--- config.mk ---
export PLATFORM = sky130hd
export DESIGN_NAME = power_mode_ctrl
export DESIGN_NICKNAME = d
export VERILOG_FILES = /design/src/power_mode_pkg.sv /design/src/clock_group_gate.sv /design/src/power_mode_ctrl.sv
export SDC_FILE = /design/constraint.sdc
export NUM_CORES = 1
export LEC_CHECK = 0
export BUFFER_PORTS_ARGS = -buffer_cell sky130_fd_sc_hd__buf_4
export CAP_MARGIN = 20
export CORE_MARGIN = 5
export CORE_UTILIZATION = 47
export DETAILED_ROUTE_END_ITERATION = 12
export GPL_TIMING_DRIVEN = 0
export PLACE_DENSITY_LB_ADDON = 0.08
export RECOVER_POWER = 25
export SETUP_SLACK_MARGIN = 0.2
export SYNTH_ARGS = -nofsm -noshare
export SYNTH_HDL_FRONTEND = slang
export SYNTH_SLANG_ARGS = --single-unit
--- constraint.sdc ---
create_clock -name i_clk -period 2.55 [get_ports i_clk]
set_clock_uncertainty 0.15 [all_clocks]
set_input_delay 0.255 -clock i_clk [delete_from_list [all_inputs] [get_ports i_clk]]
set_output_delay 0.255 -clock i_clk [all_outputs]
set_load 0.02 [all_outputs]
--- src/power_mode_pkg.sv ---
// Package with register map, field layout, mode codes and carrier types of the power mode block
// Functional notes
// - Five modes under one power management unit
// - Idle bit 0 halts CPU after instruction
// - Idle keeps registers, memory and peripherals running
// - Enabled interrupt clears idle bit, resumes CPU
// - Handler return continues after the idle write
// - Reset ends idle, restart at 0x0000
// - Enabled watchdog expiry resets out of idle
// - Stop bit 1 halts CPU and precision oscillator
// - Only reset ends stop, restart at 0x0000
// - Missing clock detector resets out of stop
// - Low power enable gates CPU clock in idle
// - Override bit forces group clock in active
// - CPU clock never gated in low power active
// - Suspend gates system clock, stops internal oscillators
// - Sleep gates core supply, keeps RTC oscillator
// - Idle enables: four groups, zero gates clock
// - Override uses same groups, one forces clock
// - Wake flags read zero two clocks after suspend
package power_mode_pkg;

  // Register byte offsets on the bus
  localparam logic [7:0] OFS_POWER_CONTROL = 8'h00;
  localparam logic [7:0] OFS_CLOCK_MODE = 8'h04;
  localparam logic [7:0] OFS_IDLE_CLOCK_EN = 8'h08;
  localparam logic [7:0] OFS_ACTIVE_OVERRIDE = 8'h0c;
  localparam logic [7:0] OFS_PMU_CONFIG = 8'h10;
  localparam logic [7:0] OFS_WAKE_FLAGS = 8'h14;
  localparam logic [7:0] OFS_MODE_STATUS = 8'h18;

  // Field positions
  localparam int BIT_IDLE_SELECT = 0;
  localparam int BIT_STOP_SELECT = 1;
  localparam int BIT_LOW_POWER_MODE_ENABLE = 2;
  localparam int BIT_SUSPEND_SELECT = 6;
  localparam int BIT_SLEEP_SELECT = 7;
  localparam int NUM_CLOCK_GROUPS = 4;
  localparam int NUM_WAKE_SOURCES = 6;

  // Wake source bit positions
  localparam int WAKE_RTC = 0;
  localparam int WAKE_PORT_MATCH = 1;
  localparam int WAKE_COMPARATOR0 = 2;
  localparam int WAKE_RESET_PIN = 3;
  localparam int WAKE_PULSE_COUNTER = 4;
  localparam int WAKE_BATTERY_MONITOR = 5;

  // Reset values
  localparam logic [1:0] RST_POWER_CONTROL = 2'h0;
  localparam logic RST_LOW_POWER_MODE_ENABLE = 1'b0;
  localparam logic [3:0] RST_IDLE_CLOCK_EN = 4'hf;
  localparam logic [3:0] RST_ACTIVE_OVERRIDE = 4'h0;
  localparam logic [5:0] RST_WAKE_ENABLES = 6'h00;
  localparam logic [5:0] RST_WAKE_FLAGS = 6'h00;
  localparam logic [15:0] RESET_VECTOR = 16'h0000;

  // Timing counts in system clocks
  localparam logic [1:0] WAKE_FLAG_HOLD_CYCLES = 2'h2;

  typedef enum logic [2:0] {
    MODE_NORMAL = 3'b000,
    MODE_IDLE = 3'b001,
    MODE_STOP = 3'b010,
    MODE_SUSPEND = 3'b011,
    MODE_SLEEP = 3'b100
  } mode_t;

  // Clock and supply controls that leave the block together
  typedef struct packed {
    logic cpu_clk_en;
    logic sys_clk_en;
    logic precision_osc_en;
    logic low_power_osc_en;
    logic rtc_osc_en;
    logic core_supply_en;
  } clk_ctrl_t;

  // Group enable view shared with the gate cell
  typedef struct packed {
    logic gate_active;
    logic gate_idle;
    logic all_off;
  } gate_mode_t;

endpackage : power_mode_pkg

--- src/clock_group_gate.sv ---
// One peripheral clock group enable cell
`timescale 1ns/100ps
module clock_group_gate
  import power_mode_pkg::*;
(
  input wire logic i_clk,
  input wire logic i_sys_rst,
  input wire gate_mode_t i_gate_mode,
  input wire logic i_idle_enable,
  input wire logic i_active_force,
  output logic o_clk_en
);

  logic clk_en;
  logic next_clk_en;

  // Enable chosen from the mode; registered so the gate never sees a glitch
  always_comb
  begin
    if (i_gate_mode.all_off)
      next_clk_en = 1'b0;
    else if (i_gate_mode.gate_idle)
      next_clk_en = i_idle_enable;
    else if (i_gate_mode.gate_active)
      next_clk_en = i_active_force | i_idle_enable;
    else
      next_clk_en = 1'b1;
  end

  always_ff @(posedge i_clk)
  begin
    if (i_sys_rst)
      clk_en <= 1'b1;
    else
      clk_en <= next_clk_en;
  end

  assign o_clk_en = clk_en;

endmodule : clock_group_gate

--- src/power_mode_ctrl.sv ---
// Power mode sequencer with peripheral clock gating and Wishbone registers
//
// Decided for this implementation: the register addresses and the Wishbone slave port.
`timescale 1ns/100ps
module power_mode_ctrl
  import power_mode_pkg::*;
(
  input wire logic i_clk,
  input wire logic i_sys_rst,
  input wire logic i_wb_cyc,
  input wire logic i_wb_stb,
  input wire logic i_wb_we,
  input wire logic [7:0] i_wb_adr,
  input wire logic [31:0] i_wb_dat,
  input wire logic [3:0] i_wb_sel,
  output logic [31:0] o_wb_dat,
  output logic o_wb_ack,
  input wire logic i_instr_done,
  input wire logic i_irq_pending,
  input wire logic i_wdt_enable,
  input wire logic i_wdt_expire,
  input wire logic i_mcd_enable,
  input wire logic i_mcd_timeout,
  input wire logic [5:0] i_wake_src,
  output logic o_cpu_halt,
  output logic o_cpu_resume,
  output logic o_int_reset,
  output logic [15:0] o_restart_vector,
  output clk_ctrl_t o_clk_ctrl,
  output logic [3:0] o_periph_clk_en
);

  // Register state
  logic [1:0] power_control_reg;
  logic [1:0] next_power_control_reg;
  logic low_power_mode_enable;
  logic next_low_power_mode_enable;
  logic [3:0] idle_clock_enables;
  logic [3:0] next_idle_clock_enables;
  logic [3:0] active_clock_override;
  logic [3:0] next_active_clock_override;
  logic [5:0] wake_enables;
  logic [5:0] next_wake_enables;
  logic suspend_select;
  logic next_suspend_select;
  logic sleep_select;
  logic next_sleep_select;
  logic [5:0] wake_flags;
  logic [5:0] next_wake_flags;
  logic [1:0] hold_cnt;
  logic [1:0] next_hold_cnt;

  // Sequencer state
  mode_t mode;
  mode_t next_mode;
  logic cpu_resume;
  logic next_cpu_resume;
  logic int_reset;
  logic next_int_reset;
  clk_ctrl_t clk_ctrl;
  clk_ctrl_t next_clk_ctrl;

  // Bus state
  logic wb_ack;
  logic next_wb_ack;
  logic [31:0] wb_dat;
  logic [31:0] next_wb_dat;

  logic bus_req;
  logic wr_stb;
  logic [31:0] rd_word;
  gate_mode_t gate_mode;
  logic [5:0] wake_hit;
  logic wake_event;
  logic reset_event;

  // A request is taken once; ack falls the cycle after it rose
  assign bus_req = i_wb_cyc & i_wb_stb & ~wb_ack;
  assign wr_stb = bus_req & i_wb_we & i_wb_sel[0];

  // Enabled wake sources while suspended or asleep
  assign wake_hit = i_wake_src & wake_enables;
  assign wake_event = |wake_hit;

  // Internal reset: watchdog anywhere it runs, missing clock detector in stop
  assign reset_event = (i_wdt_enable & i_wdt_expire & (mode != MODE_SUSPEND)
                        & (mode != MODE_SLEEP))
                       | (i_mcd_enable & i_mcd_timeout & (mode == MODE_STOP));

  // Read mux; flags read zero while the unit is still updating them
  always_comb
  begin
    rd_word = 32'h0000_0000;
    case (i_wb_adr)
      OFS_POWER_CONTROL: rd_word[1:0] = power_control_reg;
      OFS_CLOCK_MODE: rd_word[BIT_LOW_POWER_MODE_ENABLE] = low_power_mode_enable;
      OFS_IDLE_CLOCK_EN: rd_word[3:0] = idle_clock_enables;
      OFS_ACTIVE_OVERRIDE: rd_word[3:0] = active_clock_override;
      OFS_PMU_CONFIG:
      begin
        rd_word[5:0] = wake_enables;
        rd_word[BIT_SUSPEND_SELECT] = suspend_select;
        rd_word[BIT_SLEEP_SELECT] = sleep_select;
      end
      OFS_WAKE_FLAGS: rd_word[5:0] = (hold_cnt != 2'h0) ? 6'h00 : wake_flags;
      OFS_MODE_STATUS:
      begin
        rd_word[2:0] = mode;
        rd_word[3] = clk_ctrl.cpu_clk_en;
      end
      default: rd_word = 32'h0000_0000;
    endcase
  end

  // Bus answer: one wait state, unmapped reads return zero
  always_comb
  begin
    next_wb_ack = bus_req;
    next_wb_dat = wb_dat;
    if (bus_req && !i_wb_we)
      next_wb_dat = rd_word;
  end

  always_ff @(posedge i_clk)
  begin
    if (i_sys_rst)
    begin
      wb_ack <= 1'b0;
      wb_dat <= 32'h0000_0000;
    end
    else
    begin
      wb_ack <= next_wb_ack;
      wb_dat <= next_wb_dat;
    end
  end

  // Register file and mode sequencer next values
  always_comb
  begin
    next_power_control_reg = power_control_reg;
    next_low_power_mode_enable = low_power_mode_enable;
    next_idle_clock_enables = idle_clock_enables;
    next_active_clock_override = active_clock_override;
    next_wake_enables = wake_enables;
    next_suspend_select = suspend_select;
    next_sleep_select = sleep_select;
    next_wake_flags = wake_flags;
    next_hold_cnt = (hold_cnt != 2'h0) ? hold_cnt - 2'h1 : 2'h0;
    next_mode = mode;
    next_cpu_resume = 1'b0;
    next_int_reset = 1'b0;

    // Software writes come first so hardware updates below win
    if (wr_stb)
    begin
      case (i_wb_adr)
        OFS_POWER_CONTROL:
          next_power_control_reg = i_wb_dat[1:0];
        OFS_CLOCK_MODE:
          next_low_power_mode_enable = i_wb_dat[BIT_LOW_POWER_MODE_ENABLE];
        OFS_IDLE_CLOCK_EN:
          next_idle_clock_enables = i_wb_dat[3:0];
        OFS_ACTIVE_OVERRIDE:
          next_active_clock_override = i_wb_dat[3:0];
        OFS_PMU_CONFIG:
        begin
          next_wake_enables = i_wb_dat[5:0];
          next_suspend_select = i_wb_dat[BIT_SUSPEND_SELECT];
          next_sleep_select = i_wb_dat[BIT_SLEEP_SELECT];
        end
        OFS_WAKE_FLAGS:
          next_wake_flags = wake_flags & ~i_wb_dat[5:0];
        default:
          next_wake_flags = next_wake_flags;
      endcase
    end

    case (mode)
      MODE_NORMAL:
      begin
        // Mode entry waits for the writing instruction to finish
        if (i_instr_done)
        begin
          if (sleep_select)
            next_mode = MODE_SLEEP;
          else if (suspend_select)
            next_mode = MODE_SUSPEND;
          else if (power_control_reg[BIT_STOP_SELECT])
            next_mode = MODE_STOP;
          else if (power_control_reg[BIT_IDLE_SELECT])
            next_mode = MODE_IDLE;
        end
      end
      MODE_IDLE:
      begin
        // Registers untouched; only the CPU waits here
        if (i_irq_pending)
        begin
          next_power_control_reg[BIT_IDLE_SELECT] = 1'b0;
          next_cpu_resume = 1'b1;
          next_mode = MODE_NORMAL;
        end
      end
      MODE_STOP:
      begin
        // Interrupts are ignored; nothing but a reset leaves stop
        next_mode = MODE_STOP;
      end
      MODE_SUSPEND,
      MODE_SLEEP:
      begin
        next_wake_flags = next_wake_flags | wake_hit;
        if (wake_event)
        begin
          next_suspend_select = 1'b0;
          next_sleep_select = 1'b0;
          next_cpu_resume = 1'b1;
          if (mode == MODE_SUSPEND)
            next_hold_cnt = WAKE_FLAG_HOLD_CYCLES;
          next_mode = MODE_NORMAL;
        end
      end
      default:
        next_mode = MODE_NORMAL;
    endcase

    // Internal reset ends idle or stop and restarts from the vector
    if (reset_event)
    begin
      next_int_reset = 1'b1;
      next_power_control_reg = RST_POWER_CONTROL;
      next_low_power_mode_enable = RST_LOW_POWER_MODE_ENABLE;
      next_cpu_resume = 1'b0;
      next_mode = MODE_NORMAL;
    end
  end

  // Clock tree controls per mode
  always_comb
  begin
    next_clk_ctrl.cpu_clk_en = 1'b1;
    next_clk_ctrl.sys_clk_en = 1'b1;
    next_clk_ctrl.precision_osc_en = 1'b1;
    next_clk_ctrl.low_power_osc_en = 1'b1;
    next_clk_ctrl.rtc_osc_en = 1'b1;
    next_clk_ctrl.core_supply_en = 1'b1;
    case (next_mode)
      MODE_NORMAL:
        next_clk_ctrl.cpu_clk_en = 1'b1;
      MODE_IDLE:
        next_clk_ctrl.cpu_clk_en = ~next_low_power_mode_enable;
      MODE_STOP:
      begin
        // Low power and external oscillators are left as they were
        next_clk_ctrl.cpu_clk_en = 1'b0;
        next_clk_ctrl.precision_osc_en = 1'b0;
      end
      MODE_SUSPEND:
      begin
        next_clk_ctrl.cpu_clk_en = 1'b0;
        next_clk_ctrl.sys_clk_en = 1'b0;
        next_clk_ctrl.precision_osc_en = 1'b0;
        next_clk_ctrl.low_power_osc_en = 1'b0;
      end
      MODE_SLEEP:
      begin
        next_clk_ctrl.cpu_clk_en = 1'b0;
        next_clk_ctrl.sys_clk_en = 1'b0;
        next_clk_ctrl.precision_osc_en = 1'b0;
        next_clk_ctrl.low_power_osc_en = 1'b0;
        next_clk_ctrl.core_supply_en = 1'b0;
      end
      default:
        next_clk_ctrl.cpu_clk_en = 1'b1;
    endcase
  end

  // Group gating view handed to every gate cell
  always_comb
  begin
    gate_mode.all_off = (next_mode == MODE_SUSPEND) || (next_mode == MODE_SLEEP);
    gate_mode.gate_idle = (next_mode == MODE_IDLE) && next_low_power_mode_enable;
    gate_mode.gate_active = (next_mode == MODE_NORMAL) && next_low_power_mode_enable;
  end

  // All state cleared by the system reset; internal reset clears only mode, power control, low power enable and the resume pulse
  always_ff @(posedge i_clk)
  begin
    if (i_sys_rst)
    begin
      power_control_reg <= RST_POWER_CONTROL;
      low_power_mode_enable <= RST_LOW_POWER_MODE_ENABLE;
      idle_clock_enables <= RST_IDLE_CLOCK_EN;
      active_clock_override <= RST_ACTIVE_OVERRIDE;
      wake_enables <= RST_WAKE_ENABLES;
      suspend_select <= 1'b0;
      sleep_select <= 1'b0;
      wake_flags <= RST_WAKE_FLAGS;
      hold_cnt <= 2'h0;
      mode <= MODE_NORMAL;
      cpu_resume <= 1'b0;
      int_reset <= 1'b0;
      clk_ctrl <= '{cpu_clk_en: 1'b1, sys_clk_en: 1'b1, precision_osc_en: 1'b1,
                    low_power_osc_en: 1'b1, rtc_osc_en: 1'b1, core_supply_en: 1'b1};
    end
    else
    begin
      power_control_reg <= next_power_control_reg;
      low_power_mode_enable <= next_low_power_mode_enable;
      idle_clock_enables <= next_idle_clock_enables;
      active_clock_override <= next_active_clock_override;
      wake_enables <= next_wake_enables;
      suspend_select <= next_suspend_select;
      sleep_select <= next_sleep_select;
      wake_flags <= next_wake_flags;
      hold_cnt <= next_hold_cnt;
      mode <= next_mode;
      cpu_resume <= next_cpu_resume;
      int_reset <= next_int_reset;
      clk_ctrl <= next_clk_ctrl;
    end
  end

  // One gate cell per peripheral group
  for (genvar g = 0; g < NUM_CLOCK_GROUPS; g++)
  begin : g_group
    clock_group_gate u_gate (
      .i_clk(i_clk),
      .i_sys_rst(i_sys_rst),
      .i_gate_mode(gate_mode),
      .i_idle_enable(next_idle_clock_enables[g]),
      .i_active_force(next_active_clock_override[g]),
      .o_clk_en(o_periph_clk_en[g])
    );
  end

  assign o_wb_ack = wb_ack;
  assign o_wb_dat = wb_dat;
  assign o_cpu_halt = (mode != MODE_NORMAL);
  assign o_cpu_resume = cpu_resume;
  assign o_int_reset = int_reset;
  assign o_restart_vector = RESET_VECTOR;
  assign o_clk_ctrl = clk_ctrl;

endmodule : power_mode_ctrl

==> impl_metrics.toml, run 1 <==
[outcome]
status = "finished, final reports clean"

[yosys]
ys_seq_area_share_pct = 36.4
yosysTopAreaCell = "dfxtp_1"
yosysMostFrequentCell = "dfxtp_1"
synth-simple-area-share_pct = 21.8
synth_common_cells = "49 x dfxtp_1, 47 x buf_4, 39 x nor2_1, 16 x nand2_1"
synth_warnings = 0
synth-seq-cells = 49
synthTopCellsByArea = "dfxtp_1 36%, buf_4 13%, mux2i_1 5.6%"
ys.flop_type = "dfxtp_1"
synth-xor-area-share_pct = 0
synth-edff-count = 0
synth_compound_area_share_pct = 15.4
synth_top_area_share_pct = 36.4
synth_top_family_by_area = "simple AND/OR/NAND/NOR gates"
synthAdderAreaFrac_pct = 0
synth_mux_area_share_pct = 10.4
syn_inst = 298
synth_area_per_cell_um2 = 9.05
ys_types = 56
async_flop_share_pct = 0
syn-cell-area_um2 = 2700

[timing]
finalSetupTns_ps = 0
timing.final.crit_share_pct = 87.0
fin_ws_ps = 332
drv_slew = 0
setup_viol = 0
worst_slew_pin_slew_ps = 653
hold_viol = 0
fmax_mhz = 451
finalCriticalPeriod_ps = 2220
rsz0062_at_grt = "yes"
max_slew_margin_pct = 56.1

[layout]
nets = 459
drive_above_1_share_pct = 29.8
area_growth_pct = 26.5
largest_reg_flops = 8
finish.utilization_pct = 61.6
n_antenna_cell = 0

[critical_path]
rr_endpoint = "g_group[0].u_gate.o_clk_en"
crit_type = "flop to flop"
cp_data_required_time_ps = 2580
cp-start-kind = "flop"
reg2reg_depth = 6
end_kind = "flop"
worstPathArrival_ps = 2250
reg2reg_slack_ps = 330
rr_startpoint = "mode[0]"
path_max_fanout = 10

[clocking]
clk_latency_ps = 300
cts_sinks = 49
postCtsSetupRepairBufs = 0
clk_pin_slew_worst_paths_ps = 90
postCtsHoldBufs = 0
cts.path.max_buffers = 2
htree_levels = 2
ctsRootBufferMaster = "clkbuf_8"
cts_repair_resize_count = 1
numCtsBuffers = 5
cts_tree = "done"

[route]
firstDrtPassIters = 4
wl_um = 6540
ant_nets = 0
avgRoutedWirePerCell_um = 13.9
num_vias = 2346
drcViolationCount = 0
drtIter0Drc = 106
via_per_inst = 4.98

[power]
p_leak_uw = 0.00141
p_per_area_nw_per_um2 = 461
irDropWorstVdd_mv = 0.268

[worst_hold_path]
hp-class = "input port to flop"
hold_end = "power_control_reg[0]"
min_from = "i_irq_pending"
min_path_cells = 2

[flow_run]
drv_cap = 0

[place]
dp_hpwl_um = 5180
dp_slack_ps = 82.1
gp_congestion = 0.814
port_buffers = 54

[global_route]
first_global_vias = 2163
grt_pass1_wl_um = 10400
track_usage_pct = 17.5
grt-ovfl-total = 0
grt_max_degree = 17
antenna_found_initial = 0

[die]
start_util_pct = 48.7
fp.dieH_um = 85.8
die_w_um = 85.8
core_area_um2 = 5540
pin_count = 123
rows = 27
die_area_um2 = 7350
[critical path, stage by stage, from the launching register on]
cell      delay, ps
dfxtp_1         330
buf_1           370
or3b_2          240
o21ai_2         150
a211o_1         400
a211oi_2        350
a21oi_1         100
[power by group]
| group | internal (uW) | total [uW] | switching [uW] |
|---|---|---|---|
| logic | 103 | 239 | 136 |
| clock network | 294 | 561 | 267 |
| registers | 770 | 773 | 2.55 |
[layout make-up]
| cell class | instances | area [um2] |
|---|---|---|
| tap | 72 | 90.1 |
| clock buffer | 5 | 68.8 |
| inverter | 5 | 18.8 |
| sequential | 49 | 981 |
| multi-input combinational | 225 | 1460 |
| fill | 511 | 2130 |
| timing repair buffer | 54 | 342 |
| clock inverter | 3 | 46.3 |
| buffer | 58 | 403 |
[cell usage in the layout, fill, tap and decap left out, types with 8 or more instances in the layout]
cell,count
dfxtp_1,49
nor2b_1,8
nor2_1,39
clkbuf_1,24
buf_4,84
conb_1,41
mux2i_1,15
nand2_1,16
a21oi_1,15
[logic make-up after synthesis]
group,count (synthesis)
other cells,2
buf+inv,63
flops,49
simple gates,103
mux,24
compound gates,57
[through the flow]
step / instance area (um2) / cells / hold slack [ps] / total power [uW]
after floorplan: 2840 / 337 / 223 / 954
after global placement: 3340 / 463 / 296 / 1030
after detailed placement: 3340 / 463 / 297 / 1030
after CTS: 3460 / 471 / 19.1 / 1590
after global routing: 3410 / 471 / 21.4 / 1640
final: 3410 / 471 / 34.3 / 1570
[layer usage]
layer,GRT usage (%),vias to the layer above,wire length [um]
met5,0,-,0
met2,29.0,88,3130
met4,5.76,0,74
met3,3.55,6,467
li1,-,1184,-
met1,22.8,1068,2870
[worst max-delay path by stage]
| stage | start | to | cells past startpoint |
|---|---|---|---|
| floorplan | i_wb_adr[3] | g_group[0].u_gate.o_clk_en | 6 |
| global route | o_wb_ack | o_wb_dat[2] | 5 |
| detailed placement | i_wb_adr[3] | g_group[0].u_gate.o_clk_en | 7 |
| CTS | mode[2] | g_group[0].u_gate.o_clk_en | 5 |
| finish | mode[0] | g_group[0].u_gate.o_clk_en | 6 |
| global placement | i_wb_adr[3] | g_group[2].u_gate.o_clk_en | 7 |
Power figures use the tool's default switching activity.
==> run 2: changes to the inputs <==
--- a/config.mk
+++ b/config.mk
@@ -8,12 +8,12 @@
 export BUFFER_PORTS_ARGS = -buffer_cell sky130_fd_sc_hd__buf_4
 export CAP_MARGIN = 20
 export CORE_MARGIN = 5
-export CORE_UTILIZATION = 47
+export CORE_UTILIZATION = 48
 export DETAILED_ROUTE_END_ITERATION = 12
 export GPL_TIMING_DRIVEN = 0
 export PLACE_DENSITY_LB_ADDON = 0.08
-export RECOVER_POWER = 25
 export SETUP_SLACK_MARGIN = 0.2
 export SYNTH_ARGS = -nofsm -noshare
 export SYNTH_HDL_FRONTEND = slang
+export SYNTH_HIERARCHICAL = 1
 export SYNTH_SLANG_ARGS = --single-unit
==> run 2 against run 1 <==
Synthesized area up 5.8%. Largest cell class unchanged. Sequential cell count stayed put. Maximum frequency shrank 2.0%. Largest power group unchanged. Cell area increased by 11%.
==> impl_metrics.toml, run 2 <==
[outcome]
status = "finished, final reports clean"

[yosys]
synth-edff-count = 0
syn_inst = 344
syn-cell-area_um2 = 2850
yosysMostFrequentCell = "dfxtp_1"
synth-seq-cells = 49
synth_common_cells = "49 x dfxtp_1, 43 x buf_4, 24 x a21oi_1, 24 x nand3_1, 23 x nor2_1"
ys_types = 59
synthTopCellsByArea = "dfxtp_1 34%, buf_4 11%, a21oi_1 4.2%"
synth_warnings = 6
async_flop_share_pct = 0
synth_area_per_cell_um2 = 8.29
ys_seq_area_share_pct = 34.4
synth_top_area_share_pct = 34.4
ys.flop_type = "dfxtp_1"
yosysTopAreaCell = "dfxtp_1"

[route]
wl_um = 8190
num_vias = 2777
via_per_inst = 5.28
ant_nets = 0
drtIter0Drc = 189
firstDrtPassIters = 4
drcViolationCount = 0
avgRoutedWirePerCell_um = 15.6

[clocking]
cts_sinks = 49
clk_pin_slew_worst_paths_ps = 90
ctsRootBufferMaster = "clkbuf_8"
numCtsBuffers = 5
cts.path.max_buffers = 2
clk_latency_ps = 300
htree_levels = 2
cts_tree = "done"

[place]
dp_hpwl_um = 6130
port_buffers = 53
gp_congestion = 0.848
placed_cell_area_um2 = 3490

[die]
pin_count = 123
die_area_um2 = 7580
die_w_um = 87.1
rows = 28
core_area_um2 = 5850
fp.dieH_um = 87.1
start_util_pct = 48.8

[timing]
worst_slew_pin_slew_ps = 663
setup_viol = 0
finalCriticalPeriod_ps = 2260
fmax_mhz = 442
drv_slew = 0
hold_viol = 0
holdWs_ps = 25.2
max_slew_margin_pct = 55.8
timing.final.crit_share_pct = 88.7
rsz0062_at_grt = "yes"

[power]
p_per_area_nw_per_um2 = 384
clkPwrFrac_pct = 29.3
power.net_switching_uw = 397
power_frac_seq_pct = 53.0
combPwrFrac_pct = 17.7
irDropWorstVdd_mv = 0.204
p_total_uw = 1450
intPower_uw = 1060
p_leak_uw = 0.00158
p_sw_share_pct = 27.3

[critical_path]
path_cells = "and3b_1 -> buf_6 -> o2111ai_4 -> o311ai_4 -> a2111oi_4 -> nand2b_1 -> a221o_1"
reg2reg_depth = 7
path_max_fanout = 7
reg2reg_slack_ps = 290
worst_path_largest_cell_delay_ps = 490
rr_startpoint = "mode[0]"
crit_slowest_cell = "a2111oi_4"
end_kind = "flop"
cp_data_required_time_ps = 2590
worstPathArrival_ps = 2310
rr_endpoint = "g_group[1].u_gate/o_clk_en"
cp-start-kind = "flop"
crit_type = "flop to flop"

[layout]
nets = 513
n_antenna_cell = 0
drive_above_1_share_pct = 34.4
final_cell_area_um2 = 3790
layout_commonest_cell = "buf_4"
area_growth_pct = 32.8
final_cell_mix = "105 x buf_4, 47 x dfxtp_1, 41 x conb_1"
largest_reg_flops = 8
num-fill-cells = 529
finish.utilization_pct = 64.7

[global_route]
grt-ovfl-total = 0
first_global_vias = 2488
track_usage_pct = 20.9
grt_max_degree = 14
antenna_found_initial = 0
grt_pass1_wl_um = 12500

[worst_hold_path]
min_from = "i_irq_pending"
min_path_cells = 2
hold_end = "power_control_reg[0]"
hp-class = "input port to flop"

[flow_run]
drv_cap = 0
## run 2: final cells by class
type,count,area [um2],share of cell area (%)
buffer,60,410,10.8
clock buffer,5,68.8,1.82
clock inverter,1,5.00,0.132
inverter,13,48.8,1.29
multi-input combinational,261,1710,45.1
sequential,49,988,26.1
tap,75,93.8,2.48
timing repair buffer,62,465,12.3
## run 2: per-stage QoR
stage / TNS [ps] / instances / worst slack (ps)
floorplan: 0 / 383 / 219
global placement: -1040 / 511 / -264
detailed placement: -1100 / 511 / -282
CTS: 0 / 518 / 205
global route: 0 / 526 / 129
finish: 0 / 526 / 287
## run 2: kinds of logic after synthesis
logic type / Yosys count / share of synthesized area (%)
and+or+nand+nor: 117 / 24.3
AOI/OAI and AO/OA: 92 / 21.6
buffers and inverters: 73 / 15.4
muxes: 11 / 4.08
other: 2 / 0.263
DFF: 49 / 34.4
## run 2: power by group through the flow
stage / sequential (uW) / clock [uW] / combinational (uW)
3_3_place_gp: 791 / 0 / 244
5_1_grt: 772 / 470 / 275
4_1_cts: 773 / 434 / 250
6_report: 771 / 426 / 257
3_5_place_dp: 791 / 0 / 246
2_1_floorplan: 798 / 0 / 157
## run 2: worst max-delay path: cells and delay by family, from the launching register on
kind                   cells  cell delay, ps
AO/OA/AOI/OAI              4            1230
buffers and inverters      1             130
flip-flops                 1             370
AND/OR/NAND/NOR            2             270
## run 2: how the worst max path moves through the flow
stage            start  cells after the start                         end  slack (ps)
6_report       mode[0]                      7  g_group[1].u_gate/o_clk_en         290
5_1_grt        mode[2]                      7  g_group[1].u_gate/o_clk_en         130
4_1_cts        mode[1]                      7  g_group[3].u_gate/o_clk_en         200
3_5_place_dp   mode[2]                      7  g_group[2].u_gate/o_clk_en        -280
3_3_place_gp   mode[2]                      7  g_group[2].u_gate/o_clk_en        -260
2_1_floorplan  mode[2]                      7  g_group[0].u_gate/o_clk_en         220
## run 2: layer usage
layer	routed length [um]	track usage [%]	vias to the layer above
li1	-	-	1382
met1	3420	27.4	1273
met2	3860	34.2	109
met3	725	4.54	13
met4	180	6.83	0
met5	0	0	-
## run 2: what timing repair did
action,in CTS,in global routing
setup buffers,1,8
setup endpoints to repair,4,4
pin swaps,2,8
endpoints found under the hold margin,0,0
gates resized for setup,15,23
hold buffers,0,0
==> run 3: changes to the inputs <==
--- a/config.mk
+++ b/config.mk
@@ -8,12 +8,11 @@
 export BUFFER_PORTS_ARGS = -buffer_cell sky130_fd_sc_hd__buf_4
 export CAP_MARGIN = 20
 export CORE_MARGIN = 5
-export CORE_UTILIZATION = 48
+export CORE_UTILIZATION = 47
 export DETAILED_ROUTE_END_ITERATION = 12
 export GPL_TIMING_DRIVEN = 0
 export PLACE_DENSITY_LB_ADDON = 0.08
 export SETUP_SLACK_MARGIN = 0.2
 export SYNTH_ARGS = -nofsm -noshare
 export SYNTH_HDL_FRONTEND = slang
-export SYNTH_HIERARCHICAL = 1
 export SYNTH_SLANG_ARGS = --single-unit
==> run 3 against run 2 <==
Critical path depth down 1. Sequential power about the same. Routed wire length is 21% lower. Power up 8.8%. Sequential cell count stayed put. Worst hold slack better by 9.0 ps. Cell count is 10% lower. Non-clock buffer count is 10 lower. Clock power up 33%. Combinational power shrank 5%. Die area fell by 3.0%.
==> impl_metrics.toml, run 3 (same netlist as run 1, synthesis figures left out) <==
[route]
drcViolationCount = 0
drtIter0Drc = 111
wl_um = 6510
firstDrtPassIters = 4
num_vias = 2340
avgRoutedWirePerCell_um = 13.8
via_per_inst = 4.97
ant_nets = 0

[clocking]
cts_sinks = 49
numCtsBuffers = 5
postCtsHoldBufs = 0
ctsRootBufferMaster = "clkbuf_8"
clk_pin_slew_worst_paths_ps = 90
postCtsSetupRepairBufs = 0
cts.path.max_buffers = 2
cts_tree = "done"
clk_latency_ps = 310
htree_levels = 2

[global_route]
grt_pass1_wl_um = 10400
grt_max_degree = 17
first_global_vias = 2163
track_usage_pct = 17.5
grt-ovfl-total = 0
antenna_found_initial = 0

[layout]
n_antenna_cell = 0
final_cell_area_um2 = 3480
final_cell_mix = "101 x buf_4, 49 x dfxtp_1, 41 x conb_1"
drive_above_1_share_pct = 34.1
nets = 459
layout_commonest_cell = "buf_4"
largest_reg_flops = 8
finalNonFillerCells = 471
area_growth_pct = 28.8
num-fill-cells = 504

[timing]
finalSetupTns_ps = 0
hold_viol = 0
holdWs_ps = 34.2
drv_slew = 0
worst_slew_pin_slew_ps = 662
rsz0062_at_grt = "yes"
timing.final.crit_share_pct = 86.7
finalCriticalPeriod_ps = 2210
fmax_mhz = 452
max_slew_margin_pct = 55.5
setup_viol = 0

[critical_path]
crit_slowest_cell = "a211o_1"
end_kind = "flop"
crit_type = "flop to flop"
path_max_fanout = 10
cp.depth = 6
reg2reg_depth = 6
cp-start-kind = "flop"
path_delay_family = "compound AO/OA/AOI/OAI gates"
worstPathArrival_ps = 2240
cp_data_required_time_ps = 2580
path_cells = "buf_1 -> or3b_2 -> o21ai_2 -> a211o_1 -> a211oi_2 -> a21oi_1"
worst_path_largest_cell_delay_ps = 400
cp_num_buf_inv = 1

[worst_hold_path]
min_path_cells = 2
hp-class = "input port to flop"

[die]
pin_count = 123
start_util_pct = 48.7
rows = 27
die_w_um = 85.8
core_area_um2 = 5540
die_area_um2 = 7350
fp.dieH_um = 85.8

[power]
power_frac_seq_pct = 48.9
p_per_area_nw_per_um2 = 455
irDropWorstVdd_mv = 0.270
p_leak_uw = 0.00147
clkPwrFrac_pct = 35.7
intPower_uw = 1170
p_sw_share_pct = 25.9
combPwrFrac_pct = 15.4
power.net_switching_uw = 410

[place]
placedCellCount = 463
gp_congestion = 0.814
port_buffers = 54
dp_hpwl_um = 5180
placed_cell_area_um2 = 3340

[flow_run]
drv_cap = 0

[outcome]
status = "finished, final reports clean"
run 3: changes by cell type in the layout (fill, tap and decap cells not counted), sizes merged, moves of 6 or more:
cell / previous run / this run
a211oi: 2 / 8
a21oi: 24 / 15
a22oi: 10 / 3
buf: 111 / 105
inv: 13 / 5
mux2i: 6 / 15
nand3: 24 / 5
nand4: 6 / 0
nor2: 23 / 40
nor2b: 2 / 8
nor4: 1 / 7
o21ai: 23 / 5
run 3: what timing repair did:
action / in CTS / in global routing
setup endpoints to repair: 5 / 7
gates resized for setup: 1 / 4
cloned: 0 / 0
run 3: stage by stage:
| stage | utilization (%) | worst slack (ps) | power (uW) |
|---|---|---|---|
| finish | 62.7 | 339 | 1580 |
| global route | 62.7 | 111 | 1640 |
| CTS | 62.4 | 287 | 1590 |
| detailed placement | 60.3 | 82.1 | 1030 |
| global placement | 60.3 | 84.7 | 1030 |
| floorplan | - | 461 | 954 |
run 3: cell type report:
type / instances / area (um2) / share of cell area, %
Buffer: 58 / 403 / 11.6
Clock buffer: 5 / 68.8 / 1.98
Clock inverter: 3 / 46.3 / 1.33
Inverter: 5 / 18.8 / 0.540
Multi-Input combinational cell: 225 / 1460 / 42.1
Sequential cell: 49 / 981 / 28.2
Tap cell: 72 / 90.1 / 2.59
Timing Repair Buffer: 54 / 405 / 11.7
run 3: per-layer routing:
metal,global-route usage (%),share of wire [%],vias to the layer above
li1,-,-,1188
met1,22.8,44,1056
met2,29.0,48,90
met3,3.55,7.2,6
met4,5.76,1.1,0
met5,0,0,-
run 3: worst paths after layout:
| path | endpoint | slack (ps) | from |
|---|---|---|---|
| max | g_group[0].u_gate.o_clk_en | 340 | mode[0] |
| min | power_control_reg[0] | 30 | i_irq_pending |
| max reg2reg | g_group[0].u_gate.o_clk_en | 340 | mode[0] |
| min reg2reg | o_wb_dat[6] | 310 | o_wb_dat[6] |
run 3: power by group through the flow:
stage | clock (uW) | combinational [uW] | sequential (uW)
6_report | 565 | 244 | 773
5_1_grt | 606 | 263 | 774
4_1_cts | 572 | 240 | 773
3_5_place_dp | 0 | 240 | 791
3_3_place_gp | 0 | 238 | 791
2_1_floorplan | 0 | 156 | 798
